<file path="src/rtl/cmpevt_pkg.sv">
// package for the comparator event and status control block
// assumes an apb master with 32-bit data and four comparator front ends
// Function
// - idle-halt bit set stops all comparators in idle; clear keeps them running
// - status bits 11..8 mirror event flags of comparators 4..1
// - status bits 3..0 mirror outputs of comparators 4..1
// - output is 1 when plus exceeds minus, inverted when inversion set
// - unimplemented status and control bits read as zero
// - edge policy 11 fires on any output change
// - policy 10 fires on falling, 01 on rising adjusted output
// - policy 00 never fires
// - new events detected only while the event flag is clear
// - reference select 1 picks internal reference, 0 picks plus pin one
// - channel 00 picks minus pin one, 01 minus pin two, others none
// - a selected source absent on the package ties the input to ground
// - internal reference and minus pin two unavailable in amplifier mode
package cmpevt_pkg;
   localparam int unsigned num_cmp = 4;
   // register byte addresses
   localparam logic [11:0] addr_status = 12'h000;
   localparam logic [11:0] addr_ctrl_base = 12'h004;   // four words from here
   localparam logic [11:0] addr_irq_mask = 12'h014;
   localparam logic [11:0] addr_irq_stat = 12'h018;
   // status field positions
   localparam int unsigned pos_idle_halt = 15;
   localparam int unsigned pos_evt_mirror = 8;
   localparam int unsigned pos_out_mirror = 0;
   // control field positions
   localparam int unsigned pos_amp_mode = 10;
   localparam int unsigned pos_evt_flag = 9;
   localparam int unsigned pos_result = 8;
   localparam int unsigned pos_policy = 6;
   localparam int unsigned pos_inversion = 13;
   localparam int unsigned pos_pos_src = 4;
   localparam int unsigned pos_neg_ch = 0;
   // writable control bits
   localparam logic [15:0] ctrl_wr_mask = 16'h24d3;
   localparam logic [15:0] status_wr_mask = 16'h8000;
   // reset values
   localparam logic [15:0] ctrl_reset = 16'h0000;
   localparam logic [15:0] status_reset = 16'h0000;
   localparam logic [3:0] mask_reset = 4'h0;
   // edge policy codes
   localparam logic [1:0] pol_off = 2'b00;
   localparam logic [1:0] pol_rise = 2'b01;
   localparam logic [1:0] pol_fall = 2'b10;
   localparam logic [1:0] pol_any = 2'b11;
   // negative channel codes
   localparam logic [1:0] ch_neg_one = 2'b00;
   localparam logic [1:0] ch_neg_two = 2'b01;
endpackage

</file>
<file path="src/rtl/cmpevt_ch_if.sv">
// interface joining the top with one comparator channel
// assumes one clock domain shared by both ends
`timescale 1ns/1ps
interface cmpevt_ch_if;
   logic [15:0] ctrl;      // channel control word
   logic        raw_out;   // raw comparator decision
   logic        halt;      // channel halted
   logic        clear_evt; // software cleared flag
   logic        evt_flag;  // sticky event flag
   logic        result;    // polarity adjusted result
   logic        trig;      // one-cycle trigger
   modport top (output ctrl, output raw_out, output halt, output clear_evt,
                input evt_flag, input result, input trig);
   modport ch (input ctrl, input raw_out, input halt, input clear_evt,
               output evt_flag, output result, output trig);
endinterface

</file>
<file path="src/rtl/cmpevt_channel.sv">
// one comparator channel: polarity, edge detection and sticky event flag
// assumes raw comparator decision already synchronous to mclk
`timescale 1ns/1ps
module cmpevt_channel
(
   input  wire logic  mclk, // system clock
   input  wire logic  rst,  // async reset, high
   cmpevt_ch_if.ch    chn   // channel link
);
   typedef struct packed
   {
      logic result;
      logic evt_flag;
      logic trig;
   } cmpevt_chst_t;
   cmpevt_chst_t st;
   cmpevt_chst_t next_st;
   logic         inv;
   logic         adj;
   logic [1:0]   pol;
   logic         fire;

   ////////////////////////////////////////////////////////////////////////
   // edge qualification against the previous adjusted result
   always_comb
   begin
      inv = chn.ctrl[cmpevt_pkg::pos_inversion];
      pol = chn.ctrl[cmpevt_pkg::pos_policy +: 2];
      adj = chn.raw_out ^ inv;
      next_st = st;
      next_st.trig = 1'b0;
      fire = 1'b0;
      if (!chn.halt)
      begin
         unique case (pol)
            cmpevt_pkg::pol_any: fire = adj != st.result;
            cmpevt_pkg::pol_fall: fire = st.result & ~adj;
            cmpevt_pkg::pol_rise: fire = ~st.result & adj;
            cmpevt_pkg::pol_off: fire = 1'b0;
         endcase
         fire = fire & ~st.evt_flag;
         next_st.result = adj;
      end
      // set beats a same-cycle software clear
      if (chn.clear_evt)
         next_st.evt_flag = 1'b0;
      if (fire)
      begin
         next_st.evt_flag = 1'b1;
         next_st.trig = 1'b1;
      end
   end

   always_ff @(posedge mclk or posedge rst)
   begin
      if (rst)
         st <= '0;
      else
         st <= next_st;
   end

   assign chn.evt_flag = st.evt_flag;
   assign chn.result = st.result;
   assign chn.trig = st.trig;
endmodule

</file>
<file path="src/rtl/cmpevt_top.sv">
// top of the comparator event and status block, apb slave
// assumes analog comparators give a decision per channel from the routed sources
//
// Local design decisions: the address map and the APB interface to the registers.
`timescale 1ns/1ps
module cmpevt_top
(
   input  wire logic        mclk,          // system clock 25 mhz
   input  wire logic        rst,           // async reset, high
   input  wire logic        psel,          // apb select
   input  wire logic        penable,       // apb enable
   input  wire logic        pwrite,        // apb direction
   input  wire logic [11:0] paddr,         // apb byte address
   input  wire logic [31:0] pwdata,        // apb write data
   output logic      [31:0] prdata,        // apb read data
   output logic             pready,        // apb ready
   output logic             pslverr,       // apb error
   input  wire logic        idle_mode,     // system is in idle
   input  wire logic [3:0]  cmp_raw,       // raw comparator decisions
   input  wire logic [3:0]  pkg_has_plus1, // plus pin one bonded
   input  wire logic [3:0]  pkg_has_minus1,// minus pin one bonded
   input  wire logic [3:0]  pkg_has_minus2,// minus pin two bonded
   output logic      [3:0]  sel_vref,      // plus input on internal reference
   output logic      [3:0]  sel_plus1,     // plus input on pin one
   output logic      [3:0]  sel_minus1,    // minus input on pin one
   output logic      [3:0]  sel_minus2,    // minus input on pin two
   output logic      [3:0]  cmp_enable,    // comparator running
   output logic      [3:0]  cmp_trigger,   // one-cycle event triggers
   output logic             irq            // level interrupt
);
   typedef struct packed
   {
      logic [31:0] prdata;
      logic        pready;
      logic        pslverr;
      logic        idle_halt;
      logic [3:0][15:0] ctrl;
      logic [3:0]  irq_mask;
      logic [3:0]  irq_stat;
      logic [3:0]  sel_vref;
      logic [3:0]  sel_plus1;
      logic [3:0]  sel_minus1;
      logic [3:0]  sel_minus2;
      logic [3:0]  cmp_enable;
      logic [3:0]  trig;
      logic        irq;
   } cmpevt_st_t;
   cmpevt_st_t  st;
   cmpevt_st_t  next_st;
   logic [3:0]  halt;
   logic [3:0]  clear_evt;
   logic [3:0]  evt_flag;
   logic [3:0]  result;
   logic [3:0]  trig;
   logic [15:0] status_word;
   logic        setup;
   logic [3:0]  next_stat;
   logic [15:0] ctrl_rd;
   logic [1:0]  ch;
   logic        amp;

   ////////////////////////////////////////////////////////////////////////
   // channel instances
   for (genvar i = 0; i < 4; i++)
   begin : g_ch
      cmpevt_ch_if link ();
      assign link.ctrl = st.ctrl[i];
      assign link.raw_out = cmp_raw[i];
      assign link.halt = halt[i];
      assign link.clear_evt = clear_evt[i];
      assign evt_flag[i] = link.evt_flag;
      assign result[i] = link.result;
      assign trig[i] = link.trig;
      cmpevt_channel u_ch
      (
         .mclk (mclk),
         .rst  (rst),
         .chn  (link)
      );
   end

   ////////////////////////////////////////////////////////////////////////
   // shared status word and halt in idle
   always_comb
   begin
      status_word = cmpevt_pkg::status_reset;
      status_word[cmpevt_pkg::pos_idle_halt] = st.idle_halt;
      status_word[cmpevt_pkg::pos_evt_mirror +: 4] = evt_flag;
      status_word[cmpevt_pkg::pos_out_mirror +: 4] = result;
      halt = {4{st.idle_halt & idle_mode}};
   end

   ////////////////////////////////////////////////////////////////////////
   // apb access, no wait state; pready comes from a flop set in the setup cycle
   always_comb
   begin
      next_st = st;
      setup = psel & ~penable;
      clear_evt = 4'h0;
      ctrl_rd = 16'h0000;
      next_st.pready = setup;
      next_st.pslverr = 1'b0;
      next_st.prdata = 32'h0000_0000;
      next_stat = st.irq_stat;
      if (setup)
      begin
         if (paddr == cmpevt_pkg::addr_status)
         begin
            if (pwrite)
               next_st.idle_halt = pwdata[cmpevt_pkg::pos_idle_halt];
            next_st.prdata = {16'h0000, status_word};
         end
         else if (paddr >= cmpevt_pkg::addr_ctrl_base &&
                  paddr < cmpevt_pkg::addr_irq_mask && paddr[1:0] == 2'b00)
         begin
            ch = 2'(paddr[11:2] - 10'h001);
            ctrl_rd = st.ctrl[ch] & cmpevt_pkg::ctrl_wr_mask;
            ctrl_rd[cmpevt_pkg::pos_evt_flag] = evt_flag[ch];
            ctrl_rd[cmpevt_pkg::pos_result] = result[ch];
            next_st.prdata = {16'h0000, ctrl_rd};
            if (pwrite)
            begin
               next_st.ctrl[ch] = pwdata[15:0] & cmpevt_pkg::ctrl_wr_mask;
               // writing zero to the flag clears it
               clear_evt[ch] = ~pwdata[cmpevt_pkg::pos_evt_flag];
            end
         end
         else if (paddr == cmpevt_pkg::addr_irq_mask)
         begin
            if (pwrite)
               next_st.irq_mask = pwdata[3:0];
            next_st.prdata = {28'h0000000, st.irq_mask};
         end
         else if (paddr == cmpevt_pkg::addr_irq_stat)
         begin
            next_st.prdata = {28'h0000000, st.irq_stat};
            if (!pwrite)
               next_stat = 4'h0; // read clears
         end
         else
            next_st.pslverr = 1'b1;
      end
      // new events win over the read clear
      next_st.irq_stat = next_stat | trig;
      next_st.trig = trig;
      next_st.irq = |(next_st.irq_stat & next_st.irq_mask);
      // input routing with ground when absent or blocked
      for (int i = 0; i < 4; i++)
      begin
         amp = next_st.ctrl[i][cmpevt_pkg::pos_amp_mode];
         ch = next_st.ctrl[i][cmpevt_pkg::pos_neg_ch +: 2];
         next_st.sel_vref[i] = next_st.ctrl[i][cmpevt_pkg::pos_pos_src] & ~amp;
         next_st.sel_plus1[i] = ~next_st.ctrl[i][cmpevt_pkg::pos_pos_src]
                                & pkg_has_plus1[i];
         next_st.sel_minus1[i] = (ch == cmpevt_pkg::ch_neg_one) & pkg_has_minus1[i];
         next_st.sel_minus2[i] = (ch == cmpevt_pkg::ch_neg_two) & ~amp
                                 & pkg_has_minus2[i];
         next_st.cmp_enable[i] = ~halt[i];
      end
   end

   always_ff @(posedge mclk or posedge rst)
   begin
      if (rst)
         st <= '0;
      else
         st <= next_st;
   end

   // outputs straight from flops
   assign prdata = st.prdata;
   assign pready = st.pready;
   assign pslverr = st.pslverr;
   assign sel_vref = st.sel_vref;
   assign sel_plus1 = st.sel_plus1;
   assign sel_minus1 = st.sel_minus1;
   assign sel_minus2 = st.sel_minus2;
   assign cmp_enable = st.cmp_enable;
   assign cmp_trigger = st.trig;
   assign irq = st.irq;
endmodule

</file>
<file path="config.mk">
export PLATFORM = sky130hd
export DESIGN_NAME = cmpevt_top
export DESIGN_NICKNAME = d
export VERILOG_FILES = /design/src/rtl/cmpevt_pkg.sv /design/src/rtl/cmpevt_ch_if.sv /design/src/rtl/cmpevt_channel.sv /design/src/rtl/cmpevt_top.sv
export SDC_FILE = /design/constraint.sdc
export NUM_CORES = 1
export LEC_CHECK = 0
export ABC_AREA = 1
export BUFFER_PORTS_ARGS = -buffer_cell sky130_fd_sc_hd__buf_2
export CAP_MARGIN = 0
export CORE_AREA = 2 2 98 100
export CTS_CLUSTER_DIAMETER = 120
export CTS_CLUSTER_SIZE = 12
export DETAILED_ROUTE_END_ITERATION = 10
export DIE_AREA = 0 0 100 102
export GPL_ROUTABILITY_DRIVEN = 0
export GPL_TIMING_DRIVEN = 1
export PLACE_DENSITY = 0.76
export RECOVER_POWER = 50
export SETUP_SLACK_MARGIN = 0.05
export SYNTH_ARGS = -nofsm -noshare
export SYNTH_HDL_FRONTEND = slang
export SYNTH_SLANG_ARGS = --single-unit
export TNS_END_PERCENT = 1
</file>
<file path="constraint.sdc">
create_clock -name mclk -period 7.47 [get_ports mclk]
set_input_delay 1.494 -clock mclk [delete_from_list [all_inputs] [get_ports mclk]]
set_output_delay 1.494 -clock mclk [all_outputs]
set_load 0.05 [all_outputs]
</file>
# Word-level counts from Yosys, hierarchy flattened
# Index checks and enable logic that the tools add are counted.
[word_totals]
word_cells = 204
inputBits = 66
out_inout_bits = 59
regBits = 141
[classes]
order_cmp = 4
add_sub_neg = 1
n_reduce_logical = 20
eq_ne = 22
n_bitwise = 65
mux = 59
[ops]
columns = ["op", "count"]
rows = [
  ["$mux 64", 2],
  ["$mux 70", 1],
  ["$mux 68", 1],
  ["$bwmux 64", 1],
  ["$mux 4", 15],
  ["$and 1x1->1", 34],
  ["$bmux 16 s2", 1],
  ["$demux 16 s2", 1],
  ["$mux 16", 2],
  ["$mux 32", 1],
  ["$mux 14", 2],
  ["$eq 12x5->1 const B", 2],
  ["$not 1->1", 24],
  ["$mux 1", 21],
  ["$logic_not 2->1", 9],
  ["$eq 2x1->1 const B", 8],
  ["$eq 2x2->1 const B", 8],
  ["$pmux 1 s4", 4],
  ["$ge 12x3->1 const B", 1],
  ["$logic_not 12->1", 1],
  ["$lt 12x5->1 const B", 1],
  ["$and 4x4->4", 2],
  ["$mux 2", 4],
  ["$reduce_bool 2->1", 4],
  ["other kinds (12)", 21],
]

# Depth between registers and ports, before layout
[depth]
depth_word = 13
mapped_depth = 15

# Modules after synthesis
# From an unflattened synthesis, not the netlist that was laid out.
[unflattened]
cells_unflattened = 667
area_unflattened_um2 = 5770.5
[modules_own_cells]
columns = ["mod", "seq_area_each_um2", "n_inst", "cells_each", "area_each_um2"]
rows = [
  ["cmpevt_top", 2752.6, 1, 563, 5024.8],
  ["cmpevt_channel", 75.1, 4, 26, 186.4],
]

# Worst setup path before layout
# No wires, ideal clock.
[synth_path]
path_type = "in2reg"
from = "input paddr[2]"
to = "register st, in the netlist sel_minus2[3]"
arrival_ns = 3.369
setup_slack_ns = 4.030
stages = 14
n_path_buf = 4
path_cell_list = "buf_2 -> clkinv_1 -> clkbuf_1 -> ha_1 -> inv_1 -> nor2_1 -> nor2_4 -> buf_12 -> nand2_4 -> buf_6 -> nand2_2 -> o21ai_2 -> nand2_1 -> nor2_1"
[synth_rtl]
columns = ["item", "line", "text"]
rows = [
  ["start: declaration", "cmpevt_top.sv:13", "input wire logic [11:0] paddr,"],
  ["end signal: assignment", "cmpevt_top.sv:167", "st <= next_st;"],
  ["end: declaration", "cmpevt_top.sv:48", "cmpevt_st_t st;"],
]

==> qor.csv <==
stage,metric,value,unit
timing,rsz0062_at_grt,false,
synthesis,seq_area_frac_synth,0.4802,
pwr,p_seq_frac,0.542,
placement,post-place-ws,2.875,ns
detailed_routing,wl,9.142,mm
timing,setup_tns,0,ns
timing,max_slew_margin,0.2994,
setup_path,cp-endpoint,sel_minus2[2],
setup_path,criticalPathCategory,input pin to flop,
setup_path,critPathBufInv,3,
floorplan,row_count,35,
setup_path,crit_chain,buf_2 -> clkinv_1 -> ha_1 -> inv_1 -> nor2_1 -> nor2_4 -> nand3_2 -> o21ai_0 -> nand2_1 -> nor2_1,
global_route,grt_antenna_before_repair,0,
final_layout,n_antenna_cell,0,
pwr,power,0.8733,mW
detailed_routing,drt-vias-per-instance,4.990,
timing,fin_crit_sh,0.5649,
timing,layout_setup_ws,3.250,ns
placement,dpl.hpwl,6.802,mm
timing,holdWs,0.3785,ns
setup_path,arrival,4.51,ns
floorplan,fp.coreArea,0.009109,mm2
setup_path,r2r_slack,5.68,ns
final_layout,design_area,0.004783,mm2
pwr,power.density,182.6,mW/mm2
clock_network,cts_root_buf,clkbuf_8,
setup_path,path_delay_family,buffers and inverters,
detailed_routing,postRouteAntennaNets,0,
setup_path,crit_path_top_delay_cell,clkinv_1,
synthesis,avgSynthCellArea,8.875,um2
final_layout,layout_commonest_cell,nand2_1,
setup_path,slowest_delay,0.60,ns
final_layout,nets,632,
pwr,p_switching,0.2497,mW
global_route,grt_util_all_layers,0.1856,
floorplan,ios,125,
floorplan,fp.dieW,100,um
clock_network,htree_levels,3,
placement,placed_cell_area,0.004612,mm2
clock_network,cts_sinks,86,
min_path,min_from,g_ch[3].u_ch.chn.trig,
setup_path,startpoint,paddr[2],
global_route,grt_max_degree,87,
clock_network,clkTransAtPathRegs,0.09,ns
pwr,p_int,0.6237,mW
synthesis,ys_seq_elements,86,
detailed_routing,vias,3333,
pwr,clkPwrFrac,0.347,
synthesis,synthesis.area,0.004482,mm2
synthesis,synthArstFlopShare,1.000,
job,timing.max_cap.violations,0,
clock_network,clock_path_buffers,2,
timing,fmax,237.0,MHz
status,outcome,finished clean,
setup_path,path_max_fanout,22,
clock_network,post_cts_buffers,0,
final_layout,fin_util,0.5251,
clock_network,postCtsHoldBufs,0,
synthesis,ys.flop_type,dfrtp_1,
detailed_routing,remaining_drc_errors,0,
pwr,p_leak,2.509,nW
pwr,swShare,0.2859,
setup_path,r2r_cells,8,
clock_network,clkLatencyLatePin,0.35,ns
floorplan,die_area,0.01020,mm2
timing,fin_crit,4.220,ns
final_layout,instances_no_fill,668,
floorplan,die_height,102,um
detailed_routing,wl_per_cell,13.69,um
global_route,grt_pass1_vias,3208,
synthesis,ys_warn_count,0,
pwr,p_comb_frac,0.111,
setup_path,cp-start-kind,input pin,
clock_network,cts_resized,0,
placement,io_buffer_count,84,
synthesis,ys_types,40,
final_layout,drive_gt1_frac,0.2154,
synthesis,synth_edf_count,0,
min_path,hp-class,flop to flop,
detailed_routing,drtPass1Iterations,5,
setup_path,cp-end-kind,flop,
synthesis,synth_cells,505,
timing,finalSetupViolCount,0,
final_layout,area_growth,6.728,%
setup_path,worst_ep_required_time,7.76,ns
placement,dp_cells,652,
timing,skew,0.01018,ns
setup_path,r2r-end,g_ch[0].u_ch.chn.evt_flag,
global_route,grt_overflow,0,
timing,drv_slew,0,
pwr,ir_worst_vdd,0.1108,mV
timing,hold_viol,0,
setup_path,cp.depth,10,
floorplan,initial_core_util,0.4920,
setup_path,critPathMostFrequentCell,nor2_1,
global_route,grt_pass1_wl,14.97,mm
clock_network,cts_tree,built,
timing,worst_pin_slew,1.051,ns
clock_network,numCtsBuffers,9,
detailed_routing,drt_iter0_markers,222,
final_layout,mostFrequentLayoutCells,"nand2_1 (97), dfrtp_1 (86), buf_2 (74)",
worst reg2reg max path: cells and delay by family, from the launching register on:
kind,cells,cell delay [ns]
adder cells (fa/ha/maj),1,0.28
AND/OR/NAND/NOR,3,0.55
XOR/XNOR,1,0.29
flip-flops,1,0.41
buffers and inverters,3,0.19
power groups by stage:
stage,registers [mW],clock network [mW],logic (mW)
floorplan,0.483,0,0.0779
global placement,0.482,0,0.0958
detailed placement,0.482,0,0.0979
CTS,0.473,0.309,0.0982
global route,0.474,0.325,0.108
finish,0.473,0.303,0.0972
synth_stat cells, types with 4 or more instances:
library cell   n  area [um2]
a21oi_1       24       120.1
buf_4         57       427.9
clkbuf_1       5       18.77
dfrtp_1       86        2152
ha_1          14       175.2
inv_1         64       240.2
nand2_1       97       364.1
nand2_2        6       37.54
nand2_4        5       56.30
nand3_1       21       105.1
nor2_1        30       112.6
o211ai_1       5       37.54
o21ai_0       34       170.2
o21ai_1        5       25.02
o21ai_2        5       43.79
xnor2_1        4       35.03
worst min-delay path by stage:
| stage | slack [ns] | cells past startpoint | end |
|---|---|---|---|
| floorplan | 0.35 | 0 | cmp_trigger[0] |
| global placement | 0.36 | 0 | cmp_trigger[3] |
| detailed placement | 0.36 | 0 | cmp_trigger[3] |
| CTS | 0.38 | 0 | cmp_trigger[3] |
| global route | 0.40 | 0 | cmp_trigger[3] |
| finish | 0.38 | 0 | cmp_trigger[3] |
cell type report:
cell class / instances / area (um2)
clock buffers: 10 / 137.6
clock inverters: 6 / 46.29
fillers: 862 / 4325
inverters: 66 / 249.0
multi-input cells: 304 / 1644
flip-flops and latches: 86 / 2152
well taps: 111 / 138.9
repair buffers: 85 / 415.4
kinds of logic after synthesis:
| family | after synthesis | share of synthesized area |
|---|---|---|
| flops | 86 | 0.4802 |
| compound gates | 89 | 0.1170 |
| xor+xnor | 4 | 0.007816 |
| buf+inv | 133 | 0.1681 |
| simple gates | 178 | 0.1870 |
| other cells | 1 | 0.0008367 |
| fa+ha+maj | 14 | 0.03908 |
metal layers:
layer,vias up,global-route usage,part of all wire
li1,1634,-,-
met1,1569,0.2486,0.44
met2,118,0.3061,0.48
met3,12,0.04514,0.064
met4,0,0.04847,0.012
met5,-,0,0
(Power assumes the default switching activity.)
